==> config.mk <==
export PLATFORM = sky130hd
export DESIGN_NAME = irq_ctrl
export DESIGN_NICKNAME = d
export VERILOG_FILES = /design/src/irq_ctrl_pkg.sv /design/src/irq_ctrl.sv
export SDC_FILE = /design/constraint.sdc
export NUM_CORES = 1
export LEC_CHECK = 0
export ABC_AREA = 1
export CORE_UTILIZATION = 59
export CTS_CLUSTER_SIZE = 16
export DETAILED_ROUTE_END_ITERATION = 6
export DONT_BUFFER_PORTS = 1
export PLACE_DENSITY = 0.75
export SYNTH_ARGS = -nofsm -noshare
export SYNTH_HDL_FRONTEND = slang
export SYNTH_SLANG_ARGS = --single-unit
==> constraint.sdc <==
create_clock -name clock -period 1.6 [get_ports clock]
set_clock_uncertainty 0.1 [all_clocks]
set_input_delay 0.16 -clock clock [delete_from_list [all_inputs] [get_ports clock]]
set_output_delay 0.16 -clock clock [all_outputs]
set_load 0.03 [all_outputs]
==> src/irq_ctrl_pkg.sv <==
/*
  Constants for the six-source prioritised interrupt controller: latch
  positions, entry addresses, enable-bit positions, reset values, the
  acknowledge length and the sequencer state codes.
  Assumes a single instruction-cycle clock shared with the CPU sequencer.
*/
package irq_ctrl_pkg;
  // Number of request sources and latch positions
  localparam int         NUM_SRC      = 6;
  localparam int         LAT_EXT_HIGH = 5;
  localparam int         LAT_SERIAL   = 4;
  localparam int         LAT_TC_ONE   = 3;
  localparam int         LAT_TC_TWO   = 2;
  localparam int         LAT_TICK     = 1;
  localparam int         LAT_EXT_LOW  = 0;
  // Source enable register layout
  localparam int         ENA_WIDTH      = 4;
  localparam int         ENA_BIT_SERIAL = 3;
  localparam int         ENA_BIT_TC_ONE = 2;
  localparam int         ENA_BIT_SHARED = 1;
  localparam int         ENA_BIT_EXTLOW = 0;
  // Program counter width and entry addresses
  localparam int         PC_WIDTH       = 14;
  localparam logic [13:0] ENTRY_EXT_HIGH = 14'h0002;
  localparam logic [13:0] ENTRY_SERIAL   = 14'h0004;
  localparam logic [13:0] ENTRY_TC_ONE   = 14'h0006;
  localparam logic [13:0] ENTRY_TC_TWO   = 14'h0008;
  localparam logic [13:0] ENTRY_TICK     = 14'h000A;
  localparam logic [13:0] ENTRY_EXT_LOW  = 14'h000C;
  // Reset values
  localparam logic [5:0] LATCH_RESET   = 6'h00;
  localparam logic [3:0] ENABLE_RESET  = 4'h0;
  localparam logic       MASTER_RESET  = 1'b0;
  localparam logic       PIN_IDLE      = 1'b1;
  // Acknowledge sequence length in instruction cycles
  localparam int         ACK_CYCLES    = 2;
  // Acknowledge sequencer states
  typedef enum logic [1:0] {
    ACK_IDLE   = 2'b00,
    ACK_FIRST  = 2'b01,
    ACK_SECOND = 2'b10
  } ack_state_t;
endpackage

==> src/irq_ctrl.sv <==
/*
  Six-source prioritised interrupt controller for a 4-bit CPU core.
  Holds request latches, the master enable and the source enable register,
  picks the highest pending enabled request and runs a two-cycle
  acknowledge that hands an entry address to the sequencer.
  Assumes the CPU sequencer decodes instructions and drives the one-cycle
  strobes below, owns the stack and program counter, and that all inputs
  are synchronous to the instruction-cycle clock.
*/
// Summary of operation
// - Six sources, each latched, fixed priority order
// - Acceptance loads the source's fixed entry address
// - Highest priority enabled pending request wins
// - Latch sets on request, clears on acceptance
// - Mask zero bits clear latches, never set
// - Master enable gates all acceptance, resets low
// - Enable-clear sets, disable-clear clears master
// - Four-bit enable register masks all but high
// - Enable bit one gates both shared sources
// - Enable register swapped with accumulator only
// - Masked requests stay latched until cleared
// - Acknowledge takes two cycles after instruction
// - Acknowledge pushes, loads entry, clears master, latch
// - Return pops state and sets master enable
// - External latches set on pin falling edge
// - High external source ignores enable register
`timescale 1ns/10ps
module irq_ctrl (
  input  wire logic                          clock,
  input  wire logic                          rst,
  input  wire logic                          ext_irq_high_pin_n,
  input  wire logic                          ext_irq_low_pin_n,
  input  wire logic                          serial_irq,
  input  wire logic                          tc_one_overflow_irq,
  input  wire logic                          tc_two_overflow_irq,
  input  wire logic                          interval_tick_irq,
  input  wire logic                          instr_end,
  input  wire logic                          timer_busy,
  input  wire logic                          latch_clear_and_enable,
  input  wire logic                          latch_clear_and_disable,
  input  wire logic                          latch_only_clear,
  input  wire logic [irq_ctrl_pkg::NUM_SRC-1:0] clear_mask,
  input  wire logic                          enable_exchange,
  input  wire logic [irq_ctrl_pkg::ENA_WIDTH-1:0] acc_in,
  input  wire logic                          return_from_irq,
  output logic [irq_ctrl_pkg::ENA_WIDTH-1:0] acc_out,
  output logic                               ack_busy,
  output logic                               push_state,
  output logic                               load_entry,
  output logic [irq_ctrl_pkg::PC_WIDTH-1:0]  entry_addr,
  output logic                               set_status_flag,
  output logic                               pop_state,
  output logic [irq_ctrl_pkg::NUM_SRC-1:0]   request_latch,
  output logic                               master_irq_enable,
  output logic [irq_ctrl_pkg::ENA_WIDTH-1:0] source_enable_reg
);
  import irq_ctrl_pkg::*;

  // Registered copies of the two external pins for edge detection
  logic                 high_pin_reg;
  logic                 low_pin_reg;
  // One-cycle set pulses per latch
  logic [NUM_SRC-1:0]   set_vec;
  // Per-source acceptance qualifier
  logic [NUM_SRC-1:0]   allowed;
  // Pending and accepted vectors
  logic [NUM_SRC-1:0]   eligible;
  logic [NUM_SRC-1:0]   grant_onehot;
  logic [NUM_SRC-1:0]   grant_reg;
  logic [NUM_SRC-1:0]   ack_clear;
  logic [NUM_SRC-1:0]   instr_clear;
  logic                 any_clear_instr;
  // Entry address looked up from the grant
  logic [PC_WIDTH-1:0]  entry_next;
  // Acknowledge sequencer
  ack_state_t           state_reg;
  ack_state_t           state_next;
  logic                 accept;

  // Pin history; pins idle high
  always_ff @(posedge clock or posedge rst) begin
    if (rst) begin
      high_pin_reg <= PIN_IDLE;
      low_pin_reg  <= PIN_IDLE;
    end else begin
      high_pin_reg <= ext_irq_high_pin_n;
      low_pin_reg  <= ext_irq_low_pin_n;
    end
  end

  // Request set pulses in latch order
  always_comb begin
    set_vec               = '0;
    set_vec[LAT_EXT_HIGH] = high_pin_reg & ~ext_irq_high_pin_n;
    set_vec[LAT_SERIAL]   = serial_irq;
    set_vec[LAT_TC_ONE]   = tc_one_overflow_irq;
    set_vec[LAT_TC_TWO]   = tc_two_overflow_irq;
    set_vec[LAT_TICK]     = interval_tick_irq;
    set_vec[LAT_EXT_LOW]  = low_pin_reg & ~ext_irq_low_pin_n;
  end

  // Per-source permit conditions from the enable register
  always_comb begin
    allowed               = '0;
    allowed[LAT_EXT_HIGH] = 1'b1;
    allowed[LAT_SERIAL]   = source_enable_reg[ENA_BIT_SERIAL];
    allowed[LAT_TC_ONE]   = source_enable_reg[ENA_BIT_TC_ONE];
    allowed[LAT_TC_TWO]   = source_enable_reg[ENA_BIT_SHARED];
    allowed[LAT_TICK]     = source_enable_reg[ENA_BIT_SHARED];
    allowed[LAT_EXT_LOW]  = source_enable_reg[ENA_BIT_EXTLOW];
  end

  // Eligible requests; master enable blocks all of them
  assign eligible = request_latch & allowed & {NUM_SRC{master_irq_enable}};

  // Fixed priority: highest latch index wins
  always_comb begin
    grant_onehot = '0;
    for (int i = 0; i < NUM_SRC; i++) begin
      if (eligible[i]) begin
        grant_onehot = '0;
        grant_onehot[i] = 1'b1;
      end
    end
  end

  // Acceptance at an instruction boundary with no timer work pending
  assign accept = (state_reg == ACK_IDLE) & instr_end & ~timer_busy
                  & (|eligible);

  // Acknowledge sequencer state
  always_ff @(posedge clock or posedge rst) begin
    if (rst) begin
      state_reg <= ACK_IDLE;
    end else begin
      state_reg <= state_next;
    end
  end

  // Two-cycle acknowledge: IDLE -> FIRST -> SECOND -> IDLE
  always_comb begin
    case (state_reg)
      ACK_IDLE:   state_next = accept ? ACK_FIRST : ACK_IDLE;
      ACK_FIRST:  state_next = ACK_SECOND;
      ACK_SECOND: state_next = ACK_IDLE;
      default:    state_next = ACK_IDLE;
    endcase
  end

  // Grant captured at acceptance, held through the acknowledge
  always_ff @(posedge clock or posedge rst) begin
    if (rst) begin
      grant_reg <= '0;
    end else if (accept) begin
      grant_reg <= grant_onehot;
    end
  end

  // Entry address from the held grant
  always_comb begin
    entry_next = '0;
    if (grant_reg[LAT_EXT_HIGH])     entry_next = ENTRY_EXT_HIGH;
    else if (grant_reg[LAT_SERIAL])  entry_next = ENTRY_SERIAL;
    else if (grant_reg[LAT_TC_ONE])  entry_next = ENTRY_TC_ONE;
    else if (grant_reg[LAT_TC_TWO])  entry_next = ENTRY_TC_TWO;
    else if (grant_reg[LAT_TICK])    entry_next = ENTRY_TICK;
    else if (grant_reg[LAT_EXT_LOW]) entry_next = ENTRY_EXT_LOW;
  end

  // Entry address register, updated in the first acknowledge cycle
  always_ff @(posedge clock or posedge rst) begin
    if (rst) begin
      entry_addr <= '0;
    end else if (state_reg == ACK_FIRST) begin
      entry_addr <= entry_next;
    end
  end

  // Sequencer strobes
  assign ack_busy        = (state_reg != ACK_IDLE);
  assign push_state      = (state_reg == ACK_FIRST);
  assign load_entry      = (state_reg == ACK_SECOND);
  assign set_status_flag = (state_reg == ACK_SECOND);
  assign pop_state       = return_from_irq;

  // Clear vectors from acceptance and from latch instructions
  assign ack_clear       = accept ? grant_onehot : '0;
  assign any_clear_instr = latch_clear_and_enable | latch_clear_and_disable
                           | latch_only_clear;
  assign instr_clear     = any_clear_instr ? ~clear_mask : '0;

  // Request latches; a new set wins over any clear
  always_ff @(posedge clock or posedge rst) begin
    if (rst) begin
      request_latch <= LATCH_RESET;
    end else begin
      request_latch <= (request_latch & ~ack_clear & ~instr_clear)
                       | set_vec;
    end
  end

  // Master enable flip-flop
  always_ff @(posedge clock or posedge rst) begin
    if (rst) begin
      master_irq_enable <= MASTER_RESET;
    end else if (accept) begin
      master_irq_enable <= 1'b0;
    end else if (latch_clear_and_enable | return_from_irq) begin
      master_irq_enable <= 1'b1;
    end else if (latch_clear_and_disable) begin
      master_irq_enable <= 1'b0;
    end
  end

  // Source enable register, exchanged with the accumulator only
  always_ff @(posedge clock or posedge rst) begin
    if (rst) begin
      source_enable_reg <= ENABLE_RESET;
      acc_out           <= '0;
    end else if (enable_exchange) begin
      source_enable_reg <= acc_in;
      acc_out           <= source_enable_reg;
    end
  end

  // Checks
  ack_two_cycles_a: assert property (@(posedge clock) disable iff (rst)
    accept |=> push_state ##1 load_entry ##1 !ack_busy)
    else $error("acknowledge length wrong");
  master_cleared_a: assert property (@(posedge clock) disable iff (rst)
    accept |=> !master_irq_enable)
    else $error("master enable not cleared on accept");
  // With the master off no new acknowledge may start on the next edge
  no_accept_off_a: assert property (@(posedge clock) disable iff (rst)
    !master_irq_enable |=> !push_state)
    else $error("acknowledge started while master disabled");
  latch_cleared_a: assert property (@(posedge clock) disable iff (rst)
    accept |=> ((request_latch & $past(grant_onehot))
               == ($past(set_vec) & $past(grant_onehot))))
    else $error("accepted latch not cleared");
  high_priority_a: assert property (@(posedge clock) disable iff (rst)
    (accept && master_irq_enable && request_latch[LAT_EXT_HIGH])
    |-> ##2 entry_addr == ENTRY_EXT_HIGH)
    else $error("high source not first");
  set_wins_a: assert property (@(posedge clock) disable iff (rst)
    |set_vec |=> ((request_latch & $past(set_vec)) == $past(set_vec)))
    else $error("request lost");
  return_from_irq_enables_a: assert property (@(posedge clock) disable iff (rst)
    (return_from_irq && !accept) |=> master_irq_enable)
    else $error("return did not enable");
  disable_instr_a: assert property (@(posedge clock) disable iff (rst)
    (latch_clear_and_disable && !return_from_irq && !latch_clear_and_enable)
    |=> !master_irq_enable)
    else $error("disable instruction ignored");
  masked_hold_a: assert property (@(posedge clock) disable iff (rst)
    (request_latch[LAT_SERIAL] && !source_enable_reg[ENA_BIT_SERIAL]
     && !any_clear_instr) |=> request_latch[LAT_SERIAL])
    else $error("masked request dropped");
  // A tick entry needs the shared enable as it stood at acceptance
  shared_gate_a: assert property (@(posedge clock) disable iff (rst)
    (load_entry && entry_addr == ENTRY_TICK)
    |-> $past(source_enable_reg[ENA_BIT_SHARED], 2))
    else $error("tick accepted while gated");

  acc_cover_c:   cover property (@(posedge clock) disable iff (rst) accept);
  nest_cover_c:  cover property (@(posedge clock) disable iff (rst)
    return_from_irq ##1 accept);
  clash_cover_c: cover property (@(posedge clock) disable iff (rst)
    |(set_vec & instr_clear));
endmodule

Yosys cells after proc, flatten, opt, wreduce, memory -nomap -nowiden
Cells that the tools add are included.
Widths: inputs -> output; s select.
- reduce and logical (&&, ||, !) cells: 4
- equality and inequality tests: 2
- shift operators: 0
- mux-type cells: 19
- add/subtract/negate cells: 0
- $lt $le $gt $ge: 0
- bitwise gates (word level): 19
- multiply operators: 0
- divide/modulo/power cells: 0
- operator list (operator ; count):
    $mux 6 ; 7
    $and 6x6->6 ; 4
    $mux 4 ; 6
    $not 6->6 ; 3
    $or 6x6->6 ; 1
    $reduce_or 6->1 ; 1
    $and 1x1->1 ; 5
    $mux 1 ; 5
    $pmux 2 s2 ; 1
    $not 1->1 ; 3
    $or 1x1->1 ; 3
    $reduce_bool 3->1 ; 1
    $eq 2x1->1 const B ; 1
    $eq 2x2->1 const B ; 1
    $logic_not 2->1 ; 1
    $reduce_bool 2->1 ; 1
- memories kept: 0
- bits of input ports: 25
- flip-flop bits (word level): 39
- output and inout port bits: 34
- bits in read-only memories: 0
- latch bits: 0
- logic and storage cells: 53
- bits in writable memories: 0

Longest topological paths before layout
- depth after elaboration: 13
- depth in mapped cells: 7
- gate-level depth less buffers: 7

Least setup slack after synthesis
No wires, ideal clock.
- path kind: register -> register
- start point: reg master_irq_enable
- end point: reg request_latch[1] in the netlist's numbering
- setup time: 0.118 ns
- arrival time: 1.207 ns
- stages on the path, launching flop included: 6
- data required time: 1.382 ns
- slack: 0.175 ns
- path through: dfrtp_1 > nand3_1 > nand2_2 > nor2_4 > nand3_1 > a21o_1
- word-level cells in the longest chain between the ends: 11
- elaborated cells between the ends (all ways): 13
- classes of those cells: mux (6); bitwise (6); reduce/logical (1)
- ends and longest elaborated chain (element ; RTL line ; source):
    start: declaration ; irq_ctrl.sv:54 ; output logic master_irq_enable,
    start signal: assignment ; irq_ctrl.sv:205 ; master_irq_enable <= MASTER_RESET;
    start signal: assignment ; irq_ctrl.sv:207 ; master_irq_enable <= 1'b0;
    start signal: assignment ; irq_ctrl.sv:209 ; master_irq_enable <= 1'b1;
    $and 6x6->6 (*) ; irq_ctrl.sv:114 ; assign eligible = request_latch & allowed & {NUM_SRC{master_irq_enable}};
    $mux 6 (5 in a row) ; irq_ctrl.sv:120 ; if (eligible[i]) begin
    $mux 6 (*) ; irq_ctrl.sv:187 ; assign ack_clear = accept ? grant_onehot : '0;
    $not 6->6 (*) ; irq_ctrl.sv:197 ; request_latch <= (request_latch & ~ack_clear & ~instr_clear)
    $and 6x6->6 (*) (2 in a row) ; irq_ctrl.sv:197 ;
    $or 6x6->6 (*) ; irq_ctrl.sv:198 ; | set_vec;
    end signal: assignment ; irq_ctrl.sv:197 ;
    end: declaration ; irq_ctrl.sv:53 ; output logic [irq_ctrl_pkg::NUM_SRC-1:0] request_latch,
Mark *: on every way between the ends. The rest lies on a longest branch, timed or not.
A chain may end at the register's enable or synchronous reset.

Worst setup path after layout
- start point: reg state_reg[1]
- end point: out push_state
- word-level cells in the longest chain between the ends: 1
- ends and longest elaborated chain (element ; RTL line ; source):
    start: declaration ; irq_ctrl.sv:76 ; ack_state_t state_reg;
    start signal: assignment ; irq_ctrl.sv:136 ; state_reg <= state_next;
    $eq 2x1->1 ; irq_ctrl.sv:181 ; assign push_state = (state_reg == ACK_FIRST);
    end: declaration ; irq_ctrl.sv:48 ; output logic push_state,
Every way passes these cells.

==> impl_metrics.yaml <==
status:
  status: "finished, final reports clean"
die:
  pin_count: 59
  num_rows: 17
  die_h_um: 50.1
  initial_core_util_pct: 62.4
  die_w_um: 50.1
  die-area_mm2: 0.00251
  coreArea_mm2: 0.00219
power:
  comb_power_share_pct: 27.8
  design_power_total_mw: 1.77
  p_int_mw: 1.08
  leakage_nw: 0.907
  p_seq_share_pct: 55.6
  swShare_pct: 38.8
  vdd_drop_max_mv: 0.859
  clockPowerShare_pct: 16.6
  power.density_mw_per_mm2: 1060
  p_sw_uw: 686
global_route:
  track_usage_pct: 24.6
  grtUsageMet3_pct: 4.55
  grt_pass1_wl_mm: 4.64
  grtUsageMet1_pct: 26.3
  first_global_vias: 1124
  grt.met2_usage_pct: 46.4
  busiest_layer: "met2"
  grt_overflow: 0
  grt_max_degree: 29
  antenna_found_initial: 0
timing:
  fmax_mhz: 688
  fin_crit_ns: 1.45
  rsz0062_at_grt: "false"
  tns_ns: 0
  hold_viol_final: 0
  maxSlewViolCount: 0
  fin_crit_sh_pct: 90.8
  final-setup-viol-count: 0
route:
  drt_iter0_drc: 8
  drc_errors: 0
  via_per_inst: 4.92
  antenna_left: 0
  wl_per_cell_um: 12.2
  num_vias: 1122
  dr.pass1.iters: 6
  routed_wl_mm: 2.78
cts:
  hold_buffers: 21
  path_clk_slew_ns: 0.15
  cts_sinks: 28
  insertion_delay_ns: 0.32
  cts_tree: "done"
  cts_setup_buffers: 0
  cts-htree-levels: 1
  cts-root-buf: "clkbuf_4"
  clockBufferDepth: 2
  post_cts_resized: 0
  cts_made_buffers: 3
logic_synthesis:
  synth_seq_area_share_pct: 51.4
  synth_area_per_cell_um2: 8.24
  synth_cell_types: 20
  netlist_instances: 166
  yosys_warnings: 0
  synthArstFlopShare_pct: 100
  synth_area_leaders: "dfrtp_1 48%, nand2_1 11%, inv_1 7.7%"
  synth_ff_type: "dfrtp_1"
  synth.top_cell.area_share_pct: 47.6
  synth_top_area_cell: "dfrtp_1"
  synth_seq_cells: 28
  synth_edf_count: 0
  syn-cell-area_mm2: 0.00137
layout:
  syn_to_final_growth_pct: 22.3
  diodes: 0
  final_cell_mix: "40 x nand2_1, 28 x inv_1, 26 x dfrtp_1, 21 x dlygate4sd3_1, 15 x nor2_1"
  layout_commonest_cell: "nand2_1"
  drive_above_1_share_pct: 12.0
  nets: 226
critical_path:
  required_ns: 1.34
  path_class: "flop to primary output"
  crit_path_end_kind: "primary output"
  worstPathMaxFanout: 4
  crit_path_start_kind: "flop"
  critPathArrivalTime_ns: 1.19
hold_path:
  hp-class: "input port to flop"
placed_design:
  hpwl_mm: 1.95
  gp_congestion: 0.832
  portBuffers: 0
flow_run:
  drv_cap: 0
[layer usage]
layer,wire (um),up-vias
met1,1110,527
met3,104,6
met4,53,0
met2,1510,35
met5,0,-
li1,-,554
[kinds of logic after synthesis]
group           count (synthesis)  synth area share, %
buf+inv                        42                 15.1
other cells                     1                0.274
simple gates                   73                 23.6
flops                          28                 51.4
compound gates                 22                 9.61
[layout make-up]
cell class / count / area, um2
Tap cell: 28 / 35.0
Sequential cell: 28 / 703
Fill cell: 157 / 518
Multi-Input combinational cell: 106 / 495
Inverter: 28 / 105
Timing Repair Buffer: 34 / 308
Clock buffer: 4 / 26.3
[stage by stage]
step	instances	utilization (%)	hold WS, ns	cell area, um2	worst slack (ns)
6_report	228	76.4	0.0233	1670	0.147
5_1_grt	228	76.4	0.00712	1670	0.0486
4_1_cts	228	76.4	0.0153	1670	0.136
3_5_place_dp	203	65.6	0.0419	1440	0.202
3_3_place_gp	203	65.6	0.0319	1440	0.298
2_1_floorplan	176	-	0.0645	1410	0.175
[critical path: stages (launching register included)]
cell     delay, ns
dfrtp_1       0.39
inv_1         0.09
nand2_1       0.12
inv_1         0.28
[cells in the mapped netlist, types with 2 or more instances]
cell	count
nand2_1	40
a21oi_1	8
dfstp_2	2
o21ai_0	6
nor2_1	15
nand3_1	12
a21boi_0	4
dfrtp_1	26
inv_1	28
buf_4	13
nand2_4	2
nor2_4	2
[final timing paths]
check	start	to	slack, ns	cells after the start
max in group asynchronous	rst	high_pin_reg	0.86	3
setup / recovery	state_reg[1]	push_state	0.15	3
setup reg to reg	master_irq_enable	request_latch[1]	0.19	5
min in group asynchronous	rst	entry_addr[3]	0.22	3
hold reg to reg	grant_reg[3]	grant_reg[3]	0.39	2
hold / removal	clear_mask[1]	request_latch[1]	0.02	3
[power by group through the flow]
stage               clock network, mW  registers (mW)  logic (mW)
finish                          0.294           0.984       0.491
floorplan                           0            1.04       0.319
detailed placement                  0           0.998       0.445
global route                    0.331           0.997       0.545
global placement                    0           0.994       0.426
CTS                             0.305           0.985       0.491
No activity file was read; power rests on OpenSTA's default activity.
